$ cat src/hdl/afa_pkg.sv
package afa_pkg;
    // register bus offsets
    localparam logic [7:0] OFS_ALU_FLAGS = 8'h00;
    localparam logic [7:0] OFS_WORKING = 8'h01;
    localparam logic [7:0] OFS_BANK_POINTER = 8'h02;
    localparam logic [7:0] OFS_CONFIG = 8'h03;
    localparam logic [7:0] OFS_POINTER_LOW_BYTE0 = 8'h04;
    localparam logic [7:0] OFS_LAST = 8'h09;
    // reset values
    localparam logic [4:0] RST_FLAGS = 5'h00;
    localparam logic [7:0] RST_WORKING = 8'h00;
    localparam logic [3:0] RST_BANK = 4'h0;
    localparam logic [11:0] RST_POINTER = 12'h000;
    // flag bit positions inside alu_flags, then the extended-set bit inside config
    localparam int FLG_N = 4;
    localparam int FLG_OV = 3;
    localparam int FLG_Z = 2;
    localparam int FLG_DC = 1;
    localparam int FLG_C = 0;
    localparam int CFG_XSET = 0;
    // opcode field positions
    localparam int OPW_ACC = 8;
    localparam int OPW_DEST = 9;
    localparam int OPW_BIT_LO = 9;
    // data space map
    localparam logic [11:0] FLAGS_SFR = 12'hfd8;
    localparam logic [11:0] OPND_BASE = 12'hfef;
    localparam logic [11:0] OPND_STRIDE = 12'h008;
    localparam logic [11:0] OPND_SPAN = 12'h004;
    localparam logic [7:0] ACCESS_SPLIT = 8'h60;
    localparam logic [3:0] ACCESS_HI_BANK = 4'hf;
    localparam logic [3:0] ACCESS_LO_BANK = 4'h0;
    // operand kinds inside one pointer group, counted down from its base
    localparam logic [2:0] SEL_PLAIN = 3'h0;
    localparam logic [2:0] SEL_AUTO_INCREMENT_AFTER_OPERAND = 3'h1;
    localparam logic [2:0] SEL_AUTO_DECREMENT_AFTER_OPERAND = 3'h2;
    localparam logic [2:0] SEL_AUTO_INCREMENT_BEFORE_OPERAND = 3'h3;
    localparam logic [2:0] SEL_WORKING_OFFSET_OPERAND = 3'h4;
    localparam int NUM_PAIRS = 3;

    typedef enum logic [3:0] {
        no_op, add_working_to_file_op, add_literal_op, subtract_working_from_file_op,
        subtract_from_literal_op, and_working_op, clear_file_op, working_to_file_move_op,
        file_to_file_move_op, bit_clear_op, bit_set_op, nibble_swap_op,
        rotate_left_op, rotate_right_op, call_jump_op
    } afa_op_t;

    typedef enum logic [1:0] {st_idle, st_read, st_exec} afa_state_t;
endpackage

$ cat src/hdl/afa_ptr_pair.sv
`timescale 1ns/1ps
module afa_ptr_pair (
    input wire logic core_clk,
    input wire logic sys_rst,
    input wire logic clk_en,
    input wire logic wr_lo,
    input wire logic wr_hi,
    input wire logic [7:0] wdata,
    input wire logic step_inc,
    input wire logic step_dec,
    output logic [11:0] ptr
);
    import afa_pkg::*;

    always_ff @(posedge core_clk) begin
        if (sys_rst) begin
            ptr <= RST_POINTER;
        end else if (clk_en) begin
            if (wr_lo) begin
                ptr[7:0] <= wdata;
            end else if (wr_hi) begin
                ptr[11:8] <= wdata[3:0];
            end else if (step_inc) begin
                ptr <= ptr + 12'h001;
            end else if (step_dec) begin
                ptr <= ptr - 12'h001;
            end
        end
    end
endmodule

$ cat src/hdl/afa_flag_calc.sv
`timescale 1ns/1ps
module afa_flag_calc (
    input afa_pkg::afa_op_t kind,
    input wire logic [7:0] opnd,
    input wire logic [7:0] w,
    input wire logic [7:0] lit,
    input wire logic [2:0] bitsel,
    input wire logic [4:0] flags_in,
    output logic [7:0] res,
    output logic [4:0] fmask,
    output logic [4:0] fval
);
    import afa_pkg::*;

    logic [7:0] x;
    logic [7:0] y;
    logic cin;
    logic use_add;
    logic [4:0] lo5;
    logic [8:0] s9;

    always_comb begin
        x = opnd;
        y = w;
        cin = 1'b0;
        use_add = 1'b0;
        res = opnd;
        fmask = 5'h00;
        fval = flags_in;
        case (kind)
            add_working_to_file_op: begin
                use_add = 1'b1;
            end
            add_literal_op: begin
                x = lit;
                use_add = 1'b1;
            end
            subtract_working_from_file_op: begin
                y = ~w;
                cin = 1'b1;
                use_add = 1'b1;
            end
            subtract_from_literal_op: begin
                x = lit;
                y = ~w;
                cin = 1'b1;
                use_add = 1'b1;
            end
            and_working_op: begin
                res = opnd & w;
                fmask = 5'h14;
            end
            clear_file_op: begin
                res = 8'h00;
                fmask = 5'h04;
            end
            // moves and bit ops keep flags
            working_to_file_move_op: res = w;
            file_to_file_move_op: res = opnd;
            bit_clear_op: res = opnd & ~(8'h01 << bitsel);
            bit_set_op: res = opnd | (8'h01 << bitsel);
            nibble_swap_op: res = {opnd[3:0], opnd[7:4]};
            // rotate loads carry and nibble carry from source
            rotate_left_op: begin
                res = {opnd[6:0], flags_in[FLG_C]};
                fmask = 5'h17;
                fval[FLG_C] = opnd[7];
                fval[FLG_DC] = opnd[3];
            end
            rotate_right_op: begin
                res = {flags_in[FLG_C], opnd[7:1]};
                fmask = 5'h17;
                fval[FLG_C] = opnd[0];
                fval[FLG_DC] = opnd[4];
            end
            default: res = opnd;
        endcase
        lo5 = {1'b0, x[3:0]} + {1'b0, y[3:0]} + {4'h0, cin};
        s9 = {1'b0, x} + {1'b0, y} + {8'h00, cin};
        if (use_add) begin
            res = s9[7:0];
            fmask = 5'h1f;
            // carry out of the top bit
            fval[FLG_C] = s9[8];
            // carry out of the low nibble
            fval[FLG_DC] = lo5[4];
            fval[FLG_OV] = (x[7] == y[7]) && (s9[7] != x[7]);
        end
        if (fmask[FLG_N]) begin
            fval[FLG_N] = res[7];
        end
        if (fmask[FLG_Z]) begin
            fval[FLG_Z] = (res == 8'h00);
        end
    end
endmodule

$ cat src/hdl/afa_core.sv
// Local design decisions: strobed register access and the placing of the registers.
`timescale 1ns/1ps
module afa_core (
    input wire logic core_clk,
    input wire logic sys_rst,
    input wire logic clk_en,
    input wire logic [7:0] reg_addr,
    input wire logic [7:0] reg_wdata,
    input wire logic reg_wr,
    input wire logic reg_rd,
    output logic [7:0] reg_rdata,
    input wire logic op_go,
    input afa_pkg::afa_op_t op_kind,
    input wire logic [15:0] op_word,
    input wire logic [15:0] op_ext,
    output logic op_busy,
    output logic op_done,
    output logic jump_valid,
    output logic [19:0] jump_target,
    output logic [11:0] mem_addr,
    output logic mem_rd,
    output logic mem_wr,
    output logic [7:0] mem_wdata,
    input wire logic [7:0] mem_rdata
);
    import afa_pkg::*;

    afa_state_t state_r;
    afa_op_t kind_r;
    logic [15:0] word_r;
    logic [15:0] ext_r;
    logic [11:0] addr_r;
    logic hit_r;
    logic [1:0] pair_r;
    logic [2:0] sel_r;
    logic [4:0] flags_r;
    logic [7:0] w_r;
    logic [3:0] bank_r;
    logic xset_r;
    logic [11:0] ptr_val [NUM_PAIRS];
    logic [NUM_PAIRS-1:0] hit_v;
    logic [2:0] sel_v [NUM_PAIRS];
    logic [NUM_PAIRS-1:0] step_inc;
    logic [NUM_PAIRS-1:0] step_dec;
    logic [7:0] f_lit;
    logic [11:0] dir_addr;
    logic [11:0] ind_addr;
    logic [11:0] eff_addr;
    logic [1:0] pair_v;
    logic [7:0] opnd;
    logic [7:0] res;
    logic [4:0] fmask;
    logic [4:0] fval;
    logic to_file;
    logic [11:0] tgt_addr;
    logic take;
    logic exec;
    logic lit_kind;

    assign take = clk_en && op_go && (state_r == st_idle);
    assign exec = clk_en && (state_r == st_exec);
    // inherent and literal kinds never touch data memory or pointers
    assign lit_kind = (op_kind == add_literal_op) || (op_kind == subtract_from_literal_op) ||
        (op_kind == call_jump_op) || (op_kind == no_op);
    // file address from opcode low byte
    assign f_lit = op_word[7:0];

    always_comb begin
        // full source address, bank pointer unused
        if (op_kind == file_to_file_move_op) begin
            dir_addr = op_word[11:0];
        // bank pointer joins the opcode address
        end else if (op_word[OPW_ACC]) begin
            dir_addr = {bank_r, f_lit};
        end else if (f_lit < ACCESS_SPLIT) begin
            // indexed literal offset only with the extended set
            dir_addr = xset_r ? (ptr_val[2] + {4'h0, f_lit}) : {ACCESS_LO_BANK, f_lit};
        end else begin
            dir_addr = {ACCESS_HI_BANK, f_lit};
        end
    end

    genvar n;
    generate
        for (n = 0; n < NUM_PAIRS; n++) begin : g_pair
            localparam logic [11:0] BASE = OPND_BASE - 12'(n) * OPND_STRIDE;
            assign hit_v[n] = (dir_addr <= BASE) && (dir_addr >= BASE - OPND_SPAN);
            assign sel_v[n] = 3'(BASE - dir_addr);
            // post and pre steps happen in the execute cycle
            assign step_inc[n] = exec && hit_r && (pair_r == 2'(n)) &&
                ((sel_r == SEL_AUTO_INCREMENT_AFTER_OPERAND) || (sel_r == SEL_AUTO_INCREMENT_BEFORE_OPERAND));
            assign step_dec[n] = exec && hit_r && (pair_r == 2'(n)) && (sel_r == SEL_AUTO_DECREMENT_AFTER_OPERAND);
            afa_ptr_pair u_pair (
                .core_clk(core_clk),
                .sys_rst(sys_rst),
                .clk_en(clk_en),
                .wr_lo(reg_wr && (reg_addr == OFS_POINTER_LOW_BYTE0 + 8'(2 * n))),
                .wr_hi(reg_wr && (reg_addr == OFS_POINTER_LOW_BYTE0 + 8'(2 * n + 1))),
                .wdata(reg_wdata),
                .step_inc(step_inc[n]),
                .step_dec(step_dec[n]),
                .ptr(ptr_val[n])
            );
        end
    endgenerate

    always_comb begin
        pair_v = hit_v[0] ? 2'd0 : (hit_v[1] ? 2'd1 : 2'd2);
        // pointer value, plus one for pre-increment or the signed working value for the offset kind, selects the target
        case (sel_v[pair_v])
            SEL_AUTO_INCREMENT_BEFORE_OPERAND: ind_addr = ptr_val[pair_v] + 12'h001;
            SEL_WORKING_OFFSET_OPERAND: ind_addr = ptr_val[pair_v] + {{4{w_r[7]}}, w_r};
            default: ind_addr = ptr_val[pair_v];
        endcase
        // pointer operand redirects to data memory
        eff_addr = (op_kind != file_to_file_move_op && |hit_v) ? ind_addr : dir_addr;
    end

    assign opnd = (addr_r == FLAGS_SFR) ? {3'h0, flags_r} : mem_rdata;

    afa_flag_calc u_calc (
        .kind(kind_r),
        .opnd(opnd),
        .w(w_r),
        .lit(word_r[7:0]),
        .bitsel(word_r[OPW_BIT_LO+2:OPW_BIT_LO]),
        .flags_in(flags_r),
        .res(res),
        .fmask(fmask),
        .fval(fval)
    );

    always_comb begin
        // dest bit picks file or working
        case (kind_r)
            add_working_to_file_op, subtract_working_from_file_op, and_working_op,
            nibble_swap_op, rotate_left_op, rotate_right_op: to_file = word_r[OPW_DEST];
            clear_file_op, working_to_file_move_op, bit_clear_op, bit_set_op,
            file_to_file_move_op: to_file = 1'b1;
            default: to_file = 1'b0;
        endcase
        tgt_addr = (kind_r == file_to_file_move_op) ? ext_r[11:0] : addr_r;
    end

    always_ff @(posedge core_clk) begin
        if (sys_rst) begin
            state_r <= st_idle;
            op_busy <= 1'b0;
            op_done <= 1'b0;
        end else if (clk_en) begin
            op_done <= 1'b0;
            case (state_r)
                st_idle: begin
                    if (op_go) begin
                        state_r <= st_read;
                        op_busy <= 1'b1;
                    end
                end
                st_read: state_r <= st_exec;
                st_exec: begin
                    state_r <= st_idle;
                    op_busy <= 1'b0;
                    op_done <= 1'b1;
                end
                default: state_r <= st_idle;
            endcase
        end
    end

    always_ff @(posedge core_clk) begin
        if (sys_rst) begin
            kind_r <= no_op;
            word_r <= 16'h0000;
            ext_r <= 16'h0000;
            addr_r <= 12'h000;
            hit_r <= 1'b0;
            pair_r <= 2'd0;
            sel_r <= SEL_PLAIN;
        end else if (take) begin
            kind_r <= op_kind;
            word_r <= op_word;
            ext_r <= op_ext;
            addr_r <= eff_addr;
            hit_r <= (op_kind != file_to_file_move_op) && !lit_kind && (|hit_v);
            pair_r <= pair_v;
            sel_r <= sel_v[pair_v];
        end
    end

    always_ff @(posedge core_clk) begin
        if (sys_rst) begin
            mem_addr <= 12'h000;
            mem_rd <= 1'b0;
            mem_wr <= 1'b0;
            mem_wdata <= 8'h00;
        end else if (clk_en) begin
            mem_rd <= take && !lit_kind;
            // flags target is never written to memory
            mem_wr <= exec && to_file && (tgt_addr != FLAGS_SFR);
            if (take) begin
                mem_addr <= eff_addr;
            end else if (exec) begin
                mem_addr <= tgt_addr;
                mem_wdata <= res;
            end
        end
    end

    always_ff @(posedge core_clk) begin
        if (sys_rst) begin
            jump_valid <= 1'b0;
            jump_target <= 20'h00000;
        end else if (clk_en) begin
            jump_valid <= exec && (kind_r == call_jump_op);
            // 20-bit target from both opcode words
            if (exec && (kind_r == call_jump_op)) begin
                jump_target <= {ext_r[11:0], word_r[7:0]};
            end
        end
    end

    always_ff @(posedge core_clk) begin
        if (sys_rst) begin
            flags_r <= RST_FLAGS;
        end else if (clk_en) begin
            if (exec) begin
                // flag-affecting ops ignore their result here
                if (to_file && (tgt_addr == FLAGS_SFR) && (fmask == 5'h00)) begin
                    flags_r <= res[4:0];
                end else begin
                    flags_r <= fval;
                end
            end else if (reg_wr && (reg_addr == OFS_ALU_FLAGS)) begin
                flags_r <= reg_wdata[4:0];
            end
        end
    end

    always_ff @(posedge core_clk) begin
        if (sys_rst) begin
            w_r <= RST_WORKING;
        end else if (clk_en) begin
            if (exec && !to_file && (kind_r != call_jump_op) && (kind_r != no_op)) begin
                w_r <= res;
            end else if (reg_wr && (reg_addr == OFS_WORKING)) begin
                w_r <= reg_wdata;
            end
        end
    end

    always_ff @(posedge core_clk) begin
        if (sys_rst) begin
            bank_r <= RST_BANK;
            xset_r <= 1'b0;
        end else if (clk_en && reg_wr) begin
            if (reg_addr == OFS_BANK_POINTER) begin
                bank_r <= reg_wdata[3:0];
            end
            if (reg_addr == OFS_CONFIG) begin
                xset_r <= reg_wdata[CFG_XSET];
            end
        end
    end

    always_ff @(posedge core_clk) begin
        if (sys_rst) begin
            reg_rdata <= 8'h00;
        end else if (clk_en) begin
            reg_rdata <= 8'h00;
            if (reg_rd) begin
                case (reg_addr)
                    OFS_ALU_FLAGS: reg_rdata <= {3'h0, flags_r};
                    OFS_WORKING: reg_rdata <= w_r;
                    OFS_BANK_POINTER: reg_rdata <= {4'h0, bank_r};
                    OFS_CONFIG: reg_rdata <= {7'h00, xset_r};
                    OFS_POINTER_LOW_BYTE0: reg_rdata <= ptr_val[0][7:0];
                    OFS_POINTER_LOW_BYTE0 + 8'h01: reg_rdata <= {4'h0, ptr_val[0][11:8]};
                    OFS_POINTER_LOW_BYTE0 + 8'h02: reg_rdata <= ptr_val[1][7:0];
                    OFS_POINTER_LOW_BYTE0 + 8'h03: reg_rdata <= {4'h0, ptr_val[1][11:8]};
                    OFS_POINTER_LOW_BYTE0 + 8'h04: reg_rdata <= ptr_val[2][7:0];
                    OFS_POINTER_LOW_BYTE0 + 8'h05: reg_rdata <= {4'h0, ptr_val[2][11:8]};
                    default: reg_rdata <= 8'h00;
                endcase
            end
        end
    end
endmodule

$ cat config.mk
export PLATFORM = sky130hd
export DESIGN_NAME = afa_core
export DESIGN_NICKNAME = d
export VERILOG_FILES = /design/src/hdl/afa_pkg.sv /design/src/hdl/afa_ptr_pair.sv /design/src/hdl/afa_flag_calc.sv /design/src/hdl/afa_core.sv
export SDC_FILE = /design/constraint.sdc
export NUM_CORES = 1
export LEC_CHECK = 0
export BUFFER_PORTS_ARGS = -buffer_cell sky130_fd_sc_hd__clkbuf_2
export CAP_MARGIN = 0
export CORE_MARGIN = 1.5
export CORE_UTILIZATION = 55
export CTS_CLUSTER_DIAMETER = 30
export CTS_CLUSTER_SIZE = 20
export DETAILED_ROUTE_END_ITERATION = 12
export PLACE_DENSITY = 0.74
export SETUP_SLACK_MARGIN = 0.05
export SYNTH_ARGS = -nofsm -noshare
export SYNTH_HDL_FRONTEND = slang
export SYNTH_HIERARCHICAL = 1
export SYNTH_SLANG_ARGS = --single-unit
$ cat constraint.sdc
create_clock -name core_clk -period 7.2 [get_ports core_clk]
set_input_delay 1.08 -clock core_clk [delete_from_list [all_inputs] [get_ports core_clk]]
set_output_delay 1.08 -clock core_clk [all_outputs]
set_load 0.005 [all_outputs]
-- Word level (Yosys, flattened, before mapping)
Index checks and enable logic that the tools add are counted.
- flip-flop bits (word level): 155
- input port bits: 66
- output and inout port bits: 53
- logic and storage cells: 261
- add/sub/neg operators: 16
- magnitude comparators: 8
- equality and inequality tests: 51
- shift operators: 1
- multiplexer cells: 59
- bitwise gates (word level): 10
- reductions and logical operators: 86
- operators with widths (operator ; number):
    $mux 12 ; 16
    $mux 8 ; 13
    $pmux 8 s10 ; 1
    $pmux 8 s8 ; 1
    $add 12x1->12 const B ; 4
    $logic_and 1x1->1 ; 38
    $eq 4x4->1 const B ; 9
    $ge 12x12->1 const B ; 3
    $le 12x12->1 const B ; 3
    $reduce_and 3->1 ; 12
    $sub 12x1->12 const B ; 3
    $eq 8x3->1 const B ; 4
    $bmux 12 s2 ; 1
    $eq 12x12->1 const B ; 2
    $pmux 12 s2 ; 1
    $eq 4x3->1 const B ; 5
    $mux 5 ; 4
    $reduce_bool 3->1 ; 6
    $and 8x8->8 ; 2
    $eq 8x2->1 const B ; 2
    $eq 8x4->1 const B ; 2
    $logic_not 8->1 ; 2
    $not 8->8 ; 2
    $pmux 5 s3 ; 1
    50 further kinds ; 94

-- Logic depth before layout (Yosys ltp)
- depth after elaboration: 17
- gate-level depth with buffers: 26
- gate-level depth less buffers: 24

-- By module
The synthesis kept the hierarchy.
- modules (own cells, without submodules) (module ; instances ; cells an instance ; area each (um^2) ; seq. area each (um^2)):
    afa_core ; 1 ; 933 ; 7248.2 ; 2362.3
    afa_ptr_pair ; 3 ; 129 ; 1059.8 ; 240.2
    afa_flag_calc ; 1 ; 222 ; 1586.5 ; 0.0

-- Worst setup path after synthesis
No wires, ideal clock.
- path type: input port to flip-flop
- start point: in op_word[0]
- end point: reg addr_r[11]
- setup time: 0.070 ns
- arrival: 5.318 ns
- data required time: 7.130 ns
- path slack: 1.812 ns
- stages on the path: 23
- buffers on the path: 1
- cell sequence: ha_1 > inv_1 > fa_1 > nor2b_1 > o2111ai_1 > and3_1 > nor3_1 > nor3_4 > or3_4 > buf_6 > nor3_2 > a21oi_1 > ha_1 > a211oi_1 > o21ai_0 > a311o_1 > o31ai_1 > xnor2_1 > nor2_1 > a311oi_1 > o21ai_0 > and3_1 > a21oi_1
- cells in the longest elaborated chain, start to end: 16
- elaborated cells between the ends (all ways): 35
- classes of those cells: add/sub (6); order compare (7); eq/ne (2); mux (14); bitwise (1); reduce/logical (5)
- RTL lines (item ; RTL line ; source):
    start: declaration ; afa_core.sv:14 ; input wire logic [15:0] op_word,
    $add 12x8->12 ; afa_core.sv:77 ; dir_addr = xset_r ? (ptr_val[2] + {4'h0, f_lit}) : {ACCESS_LO_BANK, f_lit};
    $mux 12 ; afa_core.sv:77 ;
    $mux 12 ; afa_core.sv:75 ; end else if (f_lit < ACCESS_SPLIT) begin
    $mux 12 ; afa_core.sv:73 ; end else if (op_word[OPW_ACC]) begin
    $mux 12 * ; afa_core.sv:70 ; if (op_kind == file_to_file_move_op) begin
    $le 12x12->1 / $ge 12x12->1 (equally long branches) ; afa_core.sv:87 ; assign hit_v[n] = (dir_addr <= BASE) && (dir_addr >= BASE - OPND_SPAN);
    $logic_and 1x1->1 ; afa_core.sv:87 ;
    $mux 2 (2 in series) ; afa_core.sv:108 ; pair_v = hit_v[0] ? 2'd0 : (hit_v[1] ? 2'd1 : 2'd2);
    $not 2->3 (not written as such) ; n/a ;
    $bmux 12 s2 / $bmux 3 s2 (equally long branches) ; n/a ;
    $mux 12 (not written as such) / $mux 3 (equally long branches) (2 in series) ; n/a ;
    $add 12x12->12 (tied with other cells) ; afa_core.sv:112 ; SEL_WORKING_OFFSET_OPERAND: ind_addr = ptr_val[pair_v] + {{4{w_r[7]}}, w_r};
    $pmux 12 s2 ; afa_core.sv:110 ; case (sel_v[pair_v])
    $mux 12 * ; afa_core.sv:116 ; eff_addr = (op_kind != file_to_file_move_op && |hit_v) ? ind_addr : dir_addr;
    end signal: assignment ; afa_core.sv:183 ; addr_r <= eff_addr;
    end: declaration ; afa_core.sv:32 ; logic [11:0] addr_r;
Mark *: on every way between the ends. The rest lies on a longest branch, timed or not. The select of a mux whose other input is x is not followed.
A chain may end at the register's enable or synchronous reset.

-- Worst setup path in the final report
- start point: in op_word[0]
- end point: reg addr_r[10]
Same word-level chain as after synthesis.

==> metrics <==
share of cells above drive strength 1 16.13%; DP Cell Count 1861; Clk pwr share 43.7%; Max Buffers Root-to-Sink 2; CP max FO 11; global-route wire length before repair 61.09 mm; clock root cell clkbuf_16; residual DRC count 0; Setup WS post-layout 1270 ps; Top FF cell, synth dfxtp_1; Slowest cell on crit path fa_1; Final Instance Area 13260 µm²; Fillers 1964; Seq/Total Area, Yosys 25.66%; post-synthesis cell count 1542; Num CTS Buffers 17; CORE AREA 21220 µm²; clock slew seen by the registers of the worst setup and hold paths 80 ps; logic gate share of total power 14.3%; final WL 39.74 mm; die footprint 22740 µm²; worst r2r src g_pair[2].u_pair/ptr[0]; sw power 0.6854 mW; total overflow reported by the global router 0; top post-synthesis cells by area dfxtp_1 (26%), a21oi_1 (7.4%), nand2_1 (6.4%), ha_1 (5.8%), mux2i_1 (3.8%); setup_tns 0 ps; Ys Warns 6; CP startpoint kind input pin; Max Clock Skew 14.95 ps; Hold Fails Final Rpt 0; maximum clock rate 168.6 MHz; hpwl dp 29.03 mm; Hold Path Origin mem_wdata[0]; Peak VDD IR 175.9 µV; peak per-stage delay on the critical path 400 ps; crit path capture type flip-flop; vias in the first global route 11304; post-synth cell types 102; vias 12465; Post-synth top cells nand2_1 (204), a21oi_1 (178), dfxtp_1 (154); Static Leak 5.242 nW; Layout area overhead 10.36%; Placement Rows 53; post-CTS setup buffer count 0; Post-Layout Cell Count 1893; post-synth top area cell dfxtp_1; Tcrit/Tclk final 82.37%; Final Critical Period 5930 ps; Required @ worst endpoint 7510 ps; kind of cell adding the most delay to the critical path compound AO/OA/AOI/OAI gates; synthesized net count 1670; initial antenna violation count 0; CTS Hold Bufs 0; Post-Place Setup Slack 955.6 ps; post-synthesis average cell area 7.791 µm²; Initial DRC Count 1207; worst path buffer plus inverter count 3; status complete, no violations; IO buf count 110; final setup violation count 0; post-CTS resize count 0; RSZ-0062 raised after global routing false; vias per std cell 6.585; CP Launch Point op_word[0]; EDFF count, synth 0; # diodes 0; GRT Util Overall 34.65%; top cell type's share of synthesized area 25.66%; I/O Pins 119; CP Class in2reg; Switching Share 31.98%; # clock sinks 154; H-tree level count 4; Max Slew Vio Count 0; worst skew pair latency 440 ps; TritonCTS clock tree done; critical path arrival 6240 ps; Post-synth ARST share 0%; Seq pwr share 42.0%; largest net degree at the start of global routing 87; most common cell in the netlist nand2_1; drt first pass iters 6; routability congestion estimate 1.021; Post-Syn Area 12010 µm²; pwr/cell area 161.6 nW/µm²; DR WL/cell 20.99 µm; Initial Utilization 56.62%; Hold Crit Class reg2reg; Post-DRT Antenna Nets 0; max-cap check violation count 0; Rel. slew slack 25.55%; worst slew pin tran 1102 ps; nets 1733; Pint 1.458 mW; Synth Register Bits 154; Die Width 150.8 µm; placed inst area 12640 µm²; chip height 150.8 µm
-- worst reg2reg max path, cell delays in order, from the launching register on --
cell,delay [ps]
dfxtp_1,580
ha_1,310
inv_1,70
fa_1,400
nor2b_1,160
o2111ai_1,160
and3_1,210
nor3_1,320
nor3_4,110
nor3_2,230
nand2_1,320
o21ai_1,310
ha_1,240
inv_1,60
fa_1,390
nor2b_1,160
o21ai_0,120
a21boi_0,230
o21ai_0,190
a211o_1,320
nand4_1,100
nand2_1,60
o21a_1,170
a31oi_1,260
o22ai_1,140
-- power groups by stage --
stage	clock [mW]	combinational [mW]	sequential, mW
floorplan	0	0.204	0.909
global placement	0	0.296	0.917
detailed placement	0	0.298	0.918
CTS	0.943	0.300	0.898
global route	0.979	0.333	0.901
finish	0.937	0.307	0.899
-- cell type report --
class                           instances  area, µm²  share of cell area (%)
Clock buffer                           17      425.4                   3.208
Clock inverter                         15      192.7                   1.453
Inverter                               43      161.4                   1.217
Multi-Input combinational cell       1257       8334                   62.86
Sequential cell                       154       3083                   23.25
Tap cell                              275      344.1                   2.595
Timing Repair Buffer                  132      718.2                   5.417
-- routing by layer --
layer,vias to the layer above,wire length [µm],global-route usage [%]
li1,5857,-,-
met1,5839,16240,44.34
met2,629,18220,56.14
met3,140,3543,6.717
met4,0,1738,16.17
met5,-,0,0
-- per-stage QoR --
step | power [mW] | hold slack, ps | utilization, %
after floorplan | 1.113 | 435.1 | -
after global placement | 1.213 | 442.0 | 59.57
after detailed placement | 1.216 | 446.5 | 59.57
after CTS | 2.141 | 457.4 | 62.48
after global routing | 2.213 | 474.0 | 62.48
final | 2.143 | 454.9 | 62.48
-- sequential cells by signal, summed over array words and instances, names as in the netlist, 4 cells and up --
| signal | count |
|---|---|
| g_pair.u_pair/ptr | 36 |
| kind_r | 4 |
| word_r | 11 |
| flags_r | 5 |
| w_r | 8 |
| reg_rdata | 8 |
| ext_r | 12 |
| bank_r | 4 |
| mem_addr | 12 |
| mem_wdata | 8 |
| jump_target | 20 |
| addr_r | 12 |
-- cell usage in the layout, fill, tap and decap left out, types with 11 or more instances in the layout --
master	count
o21ai_2	11
inv_1	39
xnor2_1	22
clkbuf_16	17
xor2_1	28
a22oi_1	23
mux2i_1	46
ha_1	56
a21oi_1	178
buf_4	23
clkbuf_2	109
and2_1	14
a31oi_1	30
nand3_1	34
a21o_1	25
a211oi_1	36
nand2_1	204
o21a_1	20
dfxtp_1	154
nor3_1	53
nor2b_1	23
o21ai_1	33
mux2_2	23
nand2b_1	21
o21ai_0	45
nor2_1	100
-- kinds of logic after synthesis --
group           Yosys count  synth area share, %
flops                   154                25.66
buf+inv                 131                5.114
fa+ha+maj                62                6.832
simple gates            553                23.46
mux                      70                6.113
xor+xnor                 51                3.780
compound gates          521                29.04
-- worst paths after layout --
kind                                endpoint  slack, ps  cells past startpoint
worst min-delay path            mem_wdata[0]        450                      2
worst min register to register  mem_wdata[0]        450                      2
worst max register to register    addr_r[10]       1460                     24
worst max-delay path              addr_r[10]       1270                     25
Note: power is estimated with default switching activity, not from simulation.
